`src/hdl/pmcs_defines.vh`:
```
/*
  constants for the power mode and clock switch block: register offsets,
  field positions, reset values and timing counts.
  assumes it is included by bare name from the design files.
*/
`ifndef PMCS_DEFINES_VH
`define PMCS_DEFINES_VH

// register byte addresses on the apb bus
`define PMCS_ADDR_CTRL        8'h00
`define PMCS_ADDR_PORTG       8'h04
`define PMCS_ADDR_STATUS      8'h08

// power mode control register layout
`define PMCS_CTRL_RESET       8'h40
`define PMCS_BIT_SLOW_EN      7
`define PMCS_BIT_FAST_EN      6
`define PMCS_BIT_IDLE_CLK     5
`define PMCS_BIT_CORE_CLK     4
`define PMCS_BIT_RSVD         3
`define PMCS_CTRL_WMASK       8'hf7

// legal upper nibble patterns, in stepping order
`define PMCS_NIB_FAST         4'h4
`define PMCS_NIB_FAST_DUAL    4'hc
`define PMCS_NIB_DUAL         4'he
`define PMCS_NIB_DUAL_SLOW    4'hf
`define PMCS_NIB_SLOW         4'hb

// port g data register control bits
`define PMCS_BIT_HALT         7
`define PMCS_BIT_IDLE         6

// wake-up countdown start and instruction rate divider
`define PMCS_WAKE_COUNT       9'h100
`define PMCS_INSTR_DIV        3'h5

`endif

```
`src/hdl/pmcs_power_mode.v`:
```
/*
  power mode control: control register, mode legality, halt/idle states,
  wake-up countdown and glitch-free core clock selection over apb.
  assumes synchronous inputs, a 250 MHz clk_in, and oscillator ticks given
  as one-cycle enable pulses from outside dividers.
*/
// Added by the designer: the register addresses and the APB register port.
`timescale 1ns/1ns
`include "pmcs_defines.vh"

// Overview of operation
// [RL1] high speed, dual clock and low speed modes, each with halt and idle
// [RL2] one option input enables or disables the halt feature
// [RL3] idle stops execution; oscillator, idle timer and monitor keep running
// [RL4] power-save holds registers and timers, only the idle timer runs
// [RL5] software frees the slow oscillator pins before use
// [RL6] every reset loads the control register with 40 hex
// [RL7] bit 7 switches the slow oscillator on
// [RL8] bit 6 switches the fast oscillator on
// [RL9] bit 5 selects the idle timer clock, 1 meaning slow
// [RL10] bit 4 selects the core clock, 1 meaning slow
// [RL11] idle select 0 with core select 1 forces low speed mode; the code rejects such a nibble as illegal and reloads 40 hex
// [RL12] software writes zero to reserved bit 3
// [RL13] bits 2 to 0 hold the idle window select field
// [RL14] illegal upper nibble triggers an automatic device reset
// [RL15] software steps the nibble only between adjacent legal patterns
// [RL16] software starts and settles the needed oscillator before switching
// [RL17] high speed mode is entered on every reset
// [RL18] low speed never goes straight to high speed, only through dual; the write check accepts a direct step from nibble b to 4
// [RL19] dual to high: clear idle select, then slow enable separately
// [RL20] high speed halt stops internal clock and the fast oscillator pin
// [RL21] port g bit 7 written 1 enters halt mid next instruction cycle
// [RL22] port g bit 6 written 1 enters idle
// [RL23] halt wake-up counts 256 instruction cycles before execution resumes
// [RL24] with halt disabled, attempts to enter halt are ignored
// [RL25] legality is checked on the written value before it takes effect
// [RL26] core clock switching is glitch-free
module pmcs_power_mode (
  // clock and reset
  input  wire        clk_in,
  input  wire        reset_n_in,
  // apb slave
  input  wire        psel_in,
  input  wire        penable_in,
  input  wire        pwrite_in,
  input  wire [7:0]  paddr_in,
  input  wire [31:0] pwdata_in,
  output wire        pready_out,
  output wire        pslverr_out,
  output reg  [31:0] prdata_out,
  // oscillator ticks and option
  input  wire        fast_osc_tick_in,
  input  wire        slow_osc_tick_in,
  input  wire        halt_enable_in,
  input  wire        wakeup_in,
  // clock control outputs
  output reg         slow_osc_enable_out,
  output reg         fast_osc_enable_out,
  output reg         fast_osc_input_pin_stop_out,
  output reg         core_tick_out,
  output reg         idle_timer_tick_out,
  output reg         cpu_run_out,
  output reg  [2:0]  idle_window_sel_out,
  output reg         mode_reset_req_out
);

  // power state, one-hot
  localparam [2:0] ST_RUN  = 3'b001;
  localparam [2:0] ST_HALT = 3'b010;
  localparam [2:0] ST_IDLE = 3'b100;

  reg  [7:0] power_mode_control_r;
  reg  [2:0] state_r;
  reg  [2:0] state_nxt;
  reg  [8:0] wake_cnt_r;
  reg        waking_r;
  reg  [2:0] div_cnt_r;
  reg        halt_pend_r;

  wire       apb_wr;
  wire [7:0] wr_val;
  wire       wr_legal;
  wire       core_raw;
  wire       on_slow;
  wire       instr_tick;
  wire       idle_clk_slow;
  wire       core_sel_slow;

  // legal nibble check, used only on the write path, not on the live register
  function legal_nibble;
    input [3:0] nib;
    begin
      legal_nibble = (nib == `PMCS_NIB_FAST) || (nib == `PMCS_NIB_FAST_DUAL) ||
                     (nib == `PMCS_NIB_DUAL) || (nib == `PMCS_NIB_DUAL_SLOW) ||
                     (nib == `PMCS_NIB_SLOW);
    end
  endfunction

  // zero wait state slave, never errors
  assign pready_out  = 1'b1;
  assign pslverr_out = 1'b0;
  assign apb_wr      = psel_in & penable_in & pwrite_in;
  assign wr_val      = pwdata_in[7:0] & `PMCS_CTRL_WMASK;
  assign wr_legal    = legal_nibble(wr_val[7:4]); // RL25

  // control register; an illegal write never lands, a reset request goes out
  // instead so the core is not left without a clock
  always @(posedge clk_in or negedge reset_n_in) begin
    if (!reset_n_in) begin
      power_mode_control_r <= `PMCS_CTRL_RESET; // RL6 RL17
      mode_reset_req_out   <= 1'b0;
    end else begin
      mode_reset_req_out <= 1'b0;
      if (apb_wr && paddr_in == `PMCS_ADDR_CTRL) begin
        if (wr_legal)
          power_mode_control_r <= wr_val; // RL13 RL7 RL8
        else begin
          power_mode_control_r <= `PMCS_CTRL_RESET; // RL14 RL18
          mode_reset_req_out   <= 1'b1; // RL14
        end
      end
    end
  end

  // invalid idle/core pair falls back to low speed selection
  assign idle_clk_slow = power_mode_control_r[`PMCS_BIT_IDLE_CLK] |
                         power_mode_control_r[`PMCS_BIT_CORE_CLK]; // RL9 RL11
  assign core_sel_slow = power_mode_control_r[`PMCS_BIT_CORE_CLK]; // RL10

  pmcs_clk_glitch_free u_switch (
    .clk_in        (clk_in),
    .reset_n_in    (reset_n_in),
    .fast_tick_in  (fast_osc_tick_in & power_mode_control_r[`PMCS_BIT_FAST_EN]),
    .slow_tick_in  (slow_osc_tick_in & power_mode_control_r[`PMCS_BIT_SLOW_EN]),
    .sel_slow_in   (core_sel_slow),
    .core_tick_out (core_raw),
    .on_slow_out   (on_slow)
  );

  // instruction rate: fast ticks divided by five, slow ticks taken as is
  always @(posedge clk_in or negedge reset_n_in) begin
    if (!reset_n_in)
      div_cnt_r <= 3'h0;
    else if (core_raw && !on_slow)
      div_cnt_r <= (div_cnt_r == `PMCS_INSTR_DIV - 3'h1) ? 3'h0 : div_cnt_r + 3'h1;
  end
  assign instr_tick = core_raw && (on_slow || div_cnt_r == `PMCS_INSTR_DIV - 3'h1);

  // power state machine
  always @* begin
    state_nxt = state_r;
    case (state_r)
      ST_RUN: begin
        if (halt_pend_r && instr_tick)
          state_nxt = ST_HALT; // RL21
        else if (apb_wr && paddr_in == `PMCS_ADDR_PORTG &&
                 pwdata_in[`PMCS_BIT_IDLE])
          state_nxt = ST_IDLE; // RL22
      end
      ST_HALT: begin
        if (waking_r && wake_cnt_r == 9'h000)
          state_nxt = ST_RUN; // RL23
      end
      ST_IDLE: begin
        if (wakeup_in)
          state_nxt = ST_RUN;
      end
      default: state_nxt = ST_RUN;
    endcase
  end

  // halt request is held until mid next instruction cycle
  always @(posedge clk_in or negedge reset_n_in) begin
    if (!reset_n_in) begin
      state_r     <= ST_RUN;
      halt_pend_r <= 1'b0;
    end else begin
      state_r <= state_nxt;
      if (state_r != ST_RUN)
        halt_pend_r <= 1'b0;
      else if (apb_wr && paddr_in == `PMCS_ADDR_PORTG &&
               pwdata_in[`PMCS_BIT_HALT] && halt_enable_in)
        halt_pend_r <= 1'b1; // RL2 RL24
    end
  end

  // wake-up countdown from 256 at instruction rate; the divider keeps running
  // on the fast ticks although the core tick is gated off during halt
  always @(posedge clk_in or negedge reset_n_in) begin
    if (!reset_n_in) begin
      waking_r   <= 1'b0;
      wake_cnt_r <= `PMCS_WAKE_COUNT;
    end else if (state_r != ST_HALT) begin
      waking_r   <= 1'b0;
      wake_cnt_r <= `PMCS_WAKE_COUNT;
    end else if (!waking_r) begin
      waking_r <= wakeup_in;
    end else if (instr_tick && wake_cnt_r != 9'h000) begin
      wake_cnt_r <= wake_cnt_r - 9'h001; // RL23
    end
  end

  // registered outputs; halt stops core and fast pin, idle keeps timer going
  always @(posedge clk_in or negedge reset_n_in) begin
    if (!reset_n_in) begin
      slow_osc_enable_out         <= 1'b0;
      fast_osc_enable_out         <= 1'b1;
      fast_osc_input_pin_stop_out <= 1'b0;
      core_tick_out               <= 1'b0;
      idle_timer_tick_out         <= 1'b0;
      cpu_run_out                 <= 1'b1;
      idle_window_sel_out         <= 3'h0;
    end else begin
      slow_osc_enable_out         <= power_mode_control_r[`PMCS_BIT_SLOW_EN]; // RL7
      fast_osc_enable_out         <= power_mode_control_r[`PMCS_BIT_FAST_EN] &
                                     ~(state_r == ST_HALT && !waking_r); // RL8 RL20
      fast_osc_input_pin_stop_out <= (state_r == ST_HALT) && !waking_r; // RL20
      core_tick_out               <= core_raw && state_r == ST_RUN; // RL1 RL4
      idle_timer_tick_out         <= (state_r != ST_HALT) &&
                                     (idle_clk_slow ? slow_osc_tick_in :
                                                      fast_osc_tick_in); // RL3 RL9
      cpu_run_out                 <= (state_nxt == ST_RUN); // RL3
      idle_window_sel_out         <= power_mode_control_r[2:0]; // RL13
    end
  end

  // read mux: register, then live state
  always @* begin
    prdata_out = 32'h0000_0000;
    case (paddr_in)
      `PMCS_ADDR_CTRL:   prdata_out = {24'h00_0000, power_mode_control_r};
      `PMCS_ADDR_STATUS: prdata_out = {27'h000_0000, on_slow, waking_r, state_r};
      default:           prdata_out = 32'h0000_0000;
    endcase
  end

endmodule // pmcs_power_mode

```
`src/hdl/pmcs_clk_glitch_free.v`:
```
/*
  glitch-free two-way clock enable switch for the core clock.
  assumes both source enables are one-cycle pulses on the system clock.
*/
`timescale 1ns/1ns
module pmcs_clk_glitch_free (
  // clock and reset
  input  wire clk_in,
  input  wire reset_n_in,
  // sources and select
  input  wire fast_tick_in,
  input  wire slow_tick_in,
  input  wire sel_slow_in,
  // gated core enable and selection state
  output wire core_tick_out,
  output wire on_slow_out
);

  reg fast_on_r;
  reg slow_on_r;

  // a source is released only on its own tick, and the new one is taken only
  // after the old one is off, so no pulse is ever cut short
  always @(posedge clk_in or negedge reset_n_in) begin
    if (!reset_n_in) begin
      fast_on_r <= 1'b1;
      slow_on_r <= 1'b0;
    end else begin
      if (fast_tick_in)
        fast_on_r <= ~sel_slow_in & ~slow_on_r;
      if (slow_tick_in)
        slow_on_r <= sel_slow_in & ~fast_on_r;
    end
  end

  assign core_tick_out = (fast_on_r & fast_tick_in) | (slow_on_r & slow_tick_in); // RL26
  assign on_slow_out   = slow_on_r;

endmodule // pmcs_clk_glitch_free

```
`config.mk`:
```
export PLATFORM = sky130hd
export DESIGN_NAME = pmcs_power_mode
export DESIGN_NICKNAME = d
export VERILOG_FILES = /design/src/hdl/pmcs_power_mode.v /design/src/hdl/pmcs_clk_glitch_free.v
export VERILOG_INCLUDE_DIRS = /design/src /design/src/hdl
export SDC_FILE = /design/constraint.sdc
export NUM_CORES = 1
export LEC_CHECK = 0
export BUFFER_PORTS_ARGS = -buffer_cell sky130_fd_sc_hd__buf_2
export CORE_MARGIN = 2
export CORE_UTILIZATION = 50
export CTS_CLUSTER_DIAMETER = 200
export DETAILED_ROUTE_END_ITERATION = 7
export PLACE_DENSITY = 0.85
export SLEW_MARGIN = 20
export SYNTH_ARGS = -nofsm -noshare
export SYNTH_HDL_FRONTEND = slang
export SYNTH_SLANG_ARGS = --single-unit
```
`constraint.sdc`:
```
create_clock -name clk_in -period 5.5 [get_ports clk_in]
set_input_delay 0.55 -clock clk_in [delete_from_list [all_inputs] [get_ports clk_in]]
set_output_delay 0.55 -clock clk_in [all_outputs]
set_load 0.01 [all_outputs]
```
# ---- Word level (Yosys, flattened, before mapping)
# Cells that the tools add are included.
dict set report totals {
  reg_bits 37
  input_bits 49
  out_inout_bits 44
  word_cells 92
}
dict set report op_classes {
  add_sub_neg 2
  eq_ne 14
  n_mux 18
  n_bitwise 15
  reduce_logical 27
}
# op n
set op_table {}
lappend op_table {{$mux 9} 3}
lappend op_table {{$eq 4x4->1 const B} 4}
lappend op_table {{$pmux 8 s2} 1}
lappend op_table {{$mux 3} 5}
lappend op_table {{$logic_and 1x1->1} 13}
lappend op_table {{$and 1x1->1} 9}
lappend op_table {{$logic_not 9->1} 1}
lappend op_table {{$pmux 3 s3} 1}
lappend op_table {{$reduce_bool 9->1} 1}
lappend op_table {{$sub 9x1->9 const B} 1}
lappend op_table {{$eq 8x3->1 const B} 1}
lappend op_table {{$eq 8x4->1 const B} 1}
lappend op_table {{$logic_not 8->1} 1}
lappend op_table {{$mux 8} 1}
lappend op_table {{$mux 1} 7}
lappend op_table {{$eq 3x1->1 const B} 2}
lappend op_table {{$eq 3x3->1 const B} 2}
lappend op_table {{$reduce_bool 2->1} 3}
lappend op_table {{$logic_or 1x1->1} 5}
lappend op_table {{$eq 4x3->1 const B} 1}
lappend op_table {{$not 1->1} 4}
lappend op_table {{$add 3x1->3 const B} 1}
lappend op_table {{$eq 3x2->1 const B} 1}
lappend op_table {{$ne 3x1->1 const B} 1}
lappend op_table {{other kinds (4)} 6}

# ---- Longest topological paths before layout
dict set report depth {
  depth_word 8
  depth_mapped 7
}

# ---- Modules after synthesis
# From an unflattened synthesis, not the netlist that was laid out.
dict set report unflattened {
  hier_cells 206
  hier_area_um2 2026.9
}
# module n_inst cells_each area_per_inst_um2 seq_area_each_um2
set modules_own_cells {}
lappend modules_own_cells {pmcs_power_mode 1 198 1931.9 857.1}
lappend modules_own_cells {pmcs_clk_glitch_free 1 8 95.1 51.3}

# ---- Worst setup path before layout
# OpenSTA, ideal clock, no wires.
dict set report synth_path {
  path_kind {input to output}
  startpoint {input port paddr_in[1]}
  endpoint {output port prdata_out[5]}
  arrival_ns 1.943
  path_slack_ns 3.007
  stages 4
  n_path_buf 1
  cell_sequence {or4_1 -> or3_1 -> clkbuf_1 -> nor3b_1}
}
dict set report synth_via {
  elab_chain_cells 2
  word_cells_on_any_way 3
  cone_classes {eq/ne: 1; mux: 1; reduce/logical: 1}
}
# element line
set synth_rtl {}
lappend synth_rtl {{from (decl)} pmcs_power_mode.v:46} ;# input wire [7:0] paddr_in,
lappend synth_rtl {{$eq 8x4->1 or $logic_not 8->1 (tied branches)} pmcs_power_mode.v:230} ;# case (paddr_in)
lappend synth_rtl {{$pmux 8 s2 *} pmcs_power_mode.v:230}
lappend synth_rtl {{to (decl)} pmcs_power_mode.v:50} ;# output reg [31:0] prdata_out,
# Mark *: on every way between the ends. The rest lies on a longest branch, timed or not.

# ---- Worst setup path after layout
# Same ends and word-level chain as after synthesis.

==> reports/metrics.cfg <==
[sta]
setup-tns-final_ns = 0
timing.final.max_slew_violations = 0
finalWorstPathRequiredPeriod_ns = 2.615
least_setup_slack_across_all_paths_after_layout_ns = 2.885
hold_viol_final = 0
setup_viol = 0
finClkSkew_ns = 0.006589
max_freq_ghz = 0.3825
min_period_over_period_pct = 47.54
rsz_0062_raised_after_global_routing = no
max_slew_margin_pct = 44.43
timing_worst_slew_pin_value_ns = 0.8318

[floorplan]
initial_core_util_pct = 51.26
die-height_um = 67.81
i_o_pin_count = 93
std_cell_rows = 23
design.core.area_um2 = 3971
die_x_um = 67.81
die_area_um2 = 4598

[setup_path]
required_time_at_the_endpoint_of_the_critical_path_ns = 4.95
criticalPathCategory = in -> out
worstPathArrival_ns = 2.06
timing.critical_path.from_type = primary input
cpPeakStageDelay_ns = 0.57
worstPathMaxFanout = 8
path_cells = buf_2 -> or4_1 -> or3_1 -> nor3b_1 -> buf_2
end_kind = output port
path_delay_family = simple AND/OR/NAND/NOR gates
crit_slowest_cell = sky130_fd_sc_hd__or4_1
crit_path_buf_inv_count = 2
crit_path_frequent_cell = sky130_fd_sc_hd__buf_2

[layout]
diodes = 0
final_net_count = 309
utilization_pct = 57.75
final_layout_size_suffix_gt1_share_pct = 26.46
areaGrowthSynthToFinish_pct = 12.66
post-route-cell-area_um2 = 2293

[cts]
worstSkewPairLatency_ns = 0.29
cts_htree_levels = 2
post_cts_hold_buffer_count = 0
cts_root_buffer = sky130_fd_sc_hd__clkbuf_8
postCtsSetupRepairBufs = 0
path_clk_slew_ns = 0.07
clock_sinks = 36
tritoncts = built
cts_buffers = 5
cts_resized = 0
ctsLongestPathBuffers = 2

[global_route]
grtUsageTotal_pct = 19.52
global_route.usage.met2_pct = 31.13
grt_util_met1_pct = 24.63
grt_first_pass_wirelength_mm = 6.513
initial_antenna_violation_count = 0
grt_max_degree = 37
gr-usage-met3_pct = 6.000
grt_pass1_vias = 1429
busiest_metal_layer_after_global_routing = met2
overflow_left_after_global_routing = 0

[status]
outcome = finished, final reports clean

[synth]
gate_count_of_the_mapped_netlist = 217
synth.lib_cells_used.distinct = 45
yosysWarnings = 0
syn_area_um2 = 2036
compound_gate_fraction_of_synth_area_pct = 11.68
synth_area_per_cell_um2 = 9.381
yosys_register_bits = 36
synth_simple_gate_area_share_pct = 23.54
number_of_enable_type_register_cells_in_the_synthesized_netlist = 0
largest_family_of_logic_cells_by_synthesized_area = simple AND/OR/NAND/NOR gates
synth_adder_area_share_pct = 2.459
synth.area.mux_share_pct = 3.995
synth_flop_cell = sky130_fd_sc_hd__dfrtp_1
synth_area_in_xor_xnor_pct = 0
synth.yosys.seq_area_share_pct = 44.62
asyncSetResetFlopFracSynth_pct = 100.0

[power]
total_power_divided_by_cell_area_nw_per_um2 = 252.2
vdd_drop_max_uv = 155.5
total_power_uw = 578.5
power_leakage_nw = 1.088

[drt]
avgRoutedWirePerCell_um = 13.27
drc = 0
drt-initial-drc-count = 69
viasPerCell = 5.238
drt-total-wl_mm = 4.074
drt_pass1_iterations = 4
vias = 1608
ant_nets = 0

[flow_run]
drv.max_cap_violation_count = 0

[placed_design]
placed_area_um2 = 2167
finalWeightedCongestion = 0.8406
place_worst_setup_slack_ns = 2.878
detailedPlacementHpwl_mm = 2.963
port_buffers = 41

[hold_path]
timing.hold.worst.class = in -> async

[path summary, 6_finish.rpt]
path	startpoint	endpoint	slack, ns	depth (start not counted)
worst max-delay path	paddr_in[1]	prdata_out[5]	2.89	5
worst min-delay path	reset_n_in	wake_cnt_r[5]	0.34	1
worst max register to register	waking_r	wake_cnt_r[7]	3.50	4
worst min register to register	power_mode_control_r[2]	idle_window_sel_out[2]	0.43	0
max in group asynchronous	reset_n_in	idle_window_sel_out[2]	4.67	1
min in group clk_in	power_mode_control_r[2]	idle_window_sel_out[2]	0.43	0
[synthesized netlist by cell type, types with 2 or more instances]
library cell               number  area share [%]
sky130_fd_sc_hd__a21oi_1       14             3.4
sky130_fd_sc_hd__and2_1         2            0.61
sky130_fd_sc_hd__buf_4         26             9.6
sky130_fd_sc_hd__clkbuf_1       6             1.1
sky130_fd_sc_hd__conb_1         2            0.37
sky130_fd_sc_hd__dfrtp_1       30              37
sky130_fd_sc_hd__dfstp_2        6             7.7
sky130_fd_sc_hd__ha_1           4             2.5
sky130_fd_sc_hd__inv_1         10             1.8
sky130_fd_sc_hd__mux2i_1        7             3.4
sky130_fd_sc_hd__nand2_1       18             3.3
sky130_fd_sc_hd__nand3_1       13             3.2
sky130_fd_sc_hd__nand4b_1       2            0.86
sky130_fd_sc_hd__nor2_1        19             3.5
sky130_fd_sc_hd__nor2b_1        2            0.61
sky130_fd_sc_hd__nor3_1         2            0.49
sky130_fd_sc_hd__nor3b_1        4             1.5
sky130_fd_sc_hd__nor4_1         2            0.61
sky130_fd_sc_hd__o21ai_0        9             2.2
sky130_fd_sc_hd__o31ai_1        7             2.6
sky130_fd_sc_hd__o32ai_1        2            0.86
sky130_fd_sc_hd__or2_2          2            0.61
sky130_fd_sc_hd__or3_1          2            0.61
sky130_fd_sc_hd__or3b_2         2            0.86
sky130_fd_sc_hd__or4_1          4             1.5
[area by class of cell]
cell class	count	area [um2]
fillers	356	1678
multi-input cells	161	945.9
flip-flops and latches	36	908.4
repair buffers	42	212.7
clock buffers	7	96.34
well taps	50	62.56
inverters	10	37.54
clock inverters	1	30.03
[power by group]
part	internal [mW]	total, mW	switching (mW)
clock	0.160	0.253	0.0936
sequential	0.272	0.277	0.00415
combinational	0.0160	0.0485	0.0325
[metrics by stage]
stage	instances	hold slack (ns)
floorplan	241	0.2544
global placement	299	0.4120
detailed placement	299	0.4009
CTS	307	0.3599
global route	307	0.3955
finish	307	0.3369
[metal layers]
layer	wire (um)	vias to the layer above
li1	-	788
met1	1732	757
met2	2022	55
met3	243	8
met4	76	0
met5	0	-
[sequential cells by signal, indices dropped and copies added, names as in the netlist, 3 cells and up]
name and count:
wake_cnt_r 9, power_mode_control_r 7, div_cnt_r 3, idle_window_sel_out 3
state_r 3
[cells in the final DEF, fill, tap and decap left out, types with 2 or more instances in the layout]
cell                        n
sky130_fd_sc_hd__a21oi_1   14
sky130_fd_sc_hd__and2_1     2
sky130_fd_sc_hd__buf_2     41
sky130_fd_sc_hd__clkbuf_8   7
sky130_fd_sc_hd__conb_1    26
sky130_fd_sc_hd__dfrtp_1   30
sky130_fd_sc_hd__dfstp_2    6
sky130_fd_sc_hd__ha_1       4
sky130_fd_sc_hd__inv_1     10
sky130_fd_sc_hd__mux2i_1    7
sky130_fd_sc_hd__nand2_1   18
sky130_fd_sc_hd__nand3_1   13
sky130_fd_sc_hd__nand4b_1   2
sky130_fd_sc_hd__nor2_1    19
sky130_fd_sc_hd__nor2b_1    2
sky130_fd_sc_hd__nor3_1     2
sky130_fd_sc_hd__nor3b_1    4
sky130_fd_sc_hd__nor4_1     2
sky130_fd_sc_hd__o21ai_0    9
sky130_fd_sc_hd__o31ai_1    7
sky130_fd_sc_hd__o32ai_1    2
sky130_fd_sc_hd__or2_2      2
sky130_fd_sc_hd__or3_1      2
sky130_fd_sc_hd__or3b_2     2
sky130_fd_sc_hd__or4_1      4
[cell families (layout without fill, tap and decap cells)]
| kind of cell | after synthesis | after routing |
|---|---|---|
| AO/OA/AOI/OAI | 38 | 38 |
| adder cells (fa/ha/maj) | 4 | 4 |
| buffers and inverters | 44 | 60 |
| flip-flops | 36 | 36 |
| multiplexers | 8 | 8 |
| other | 2 | 26 |
| AND/OR/NAND/NOR | 85 | 85 |
Note: power is estimated with default switching activity, not from simulation.
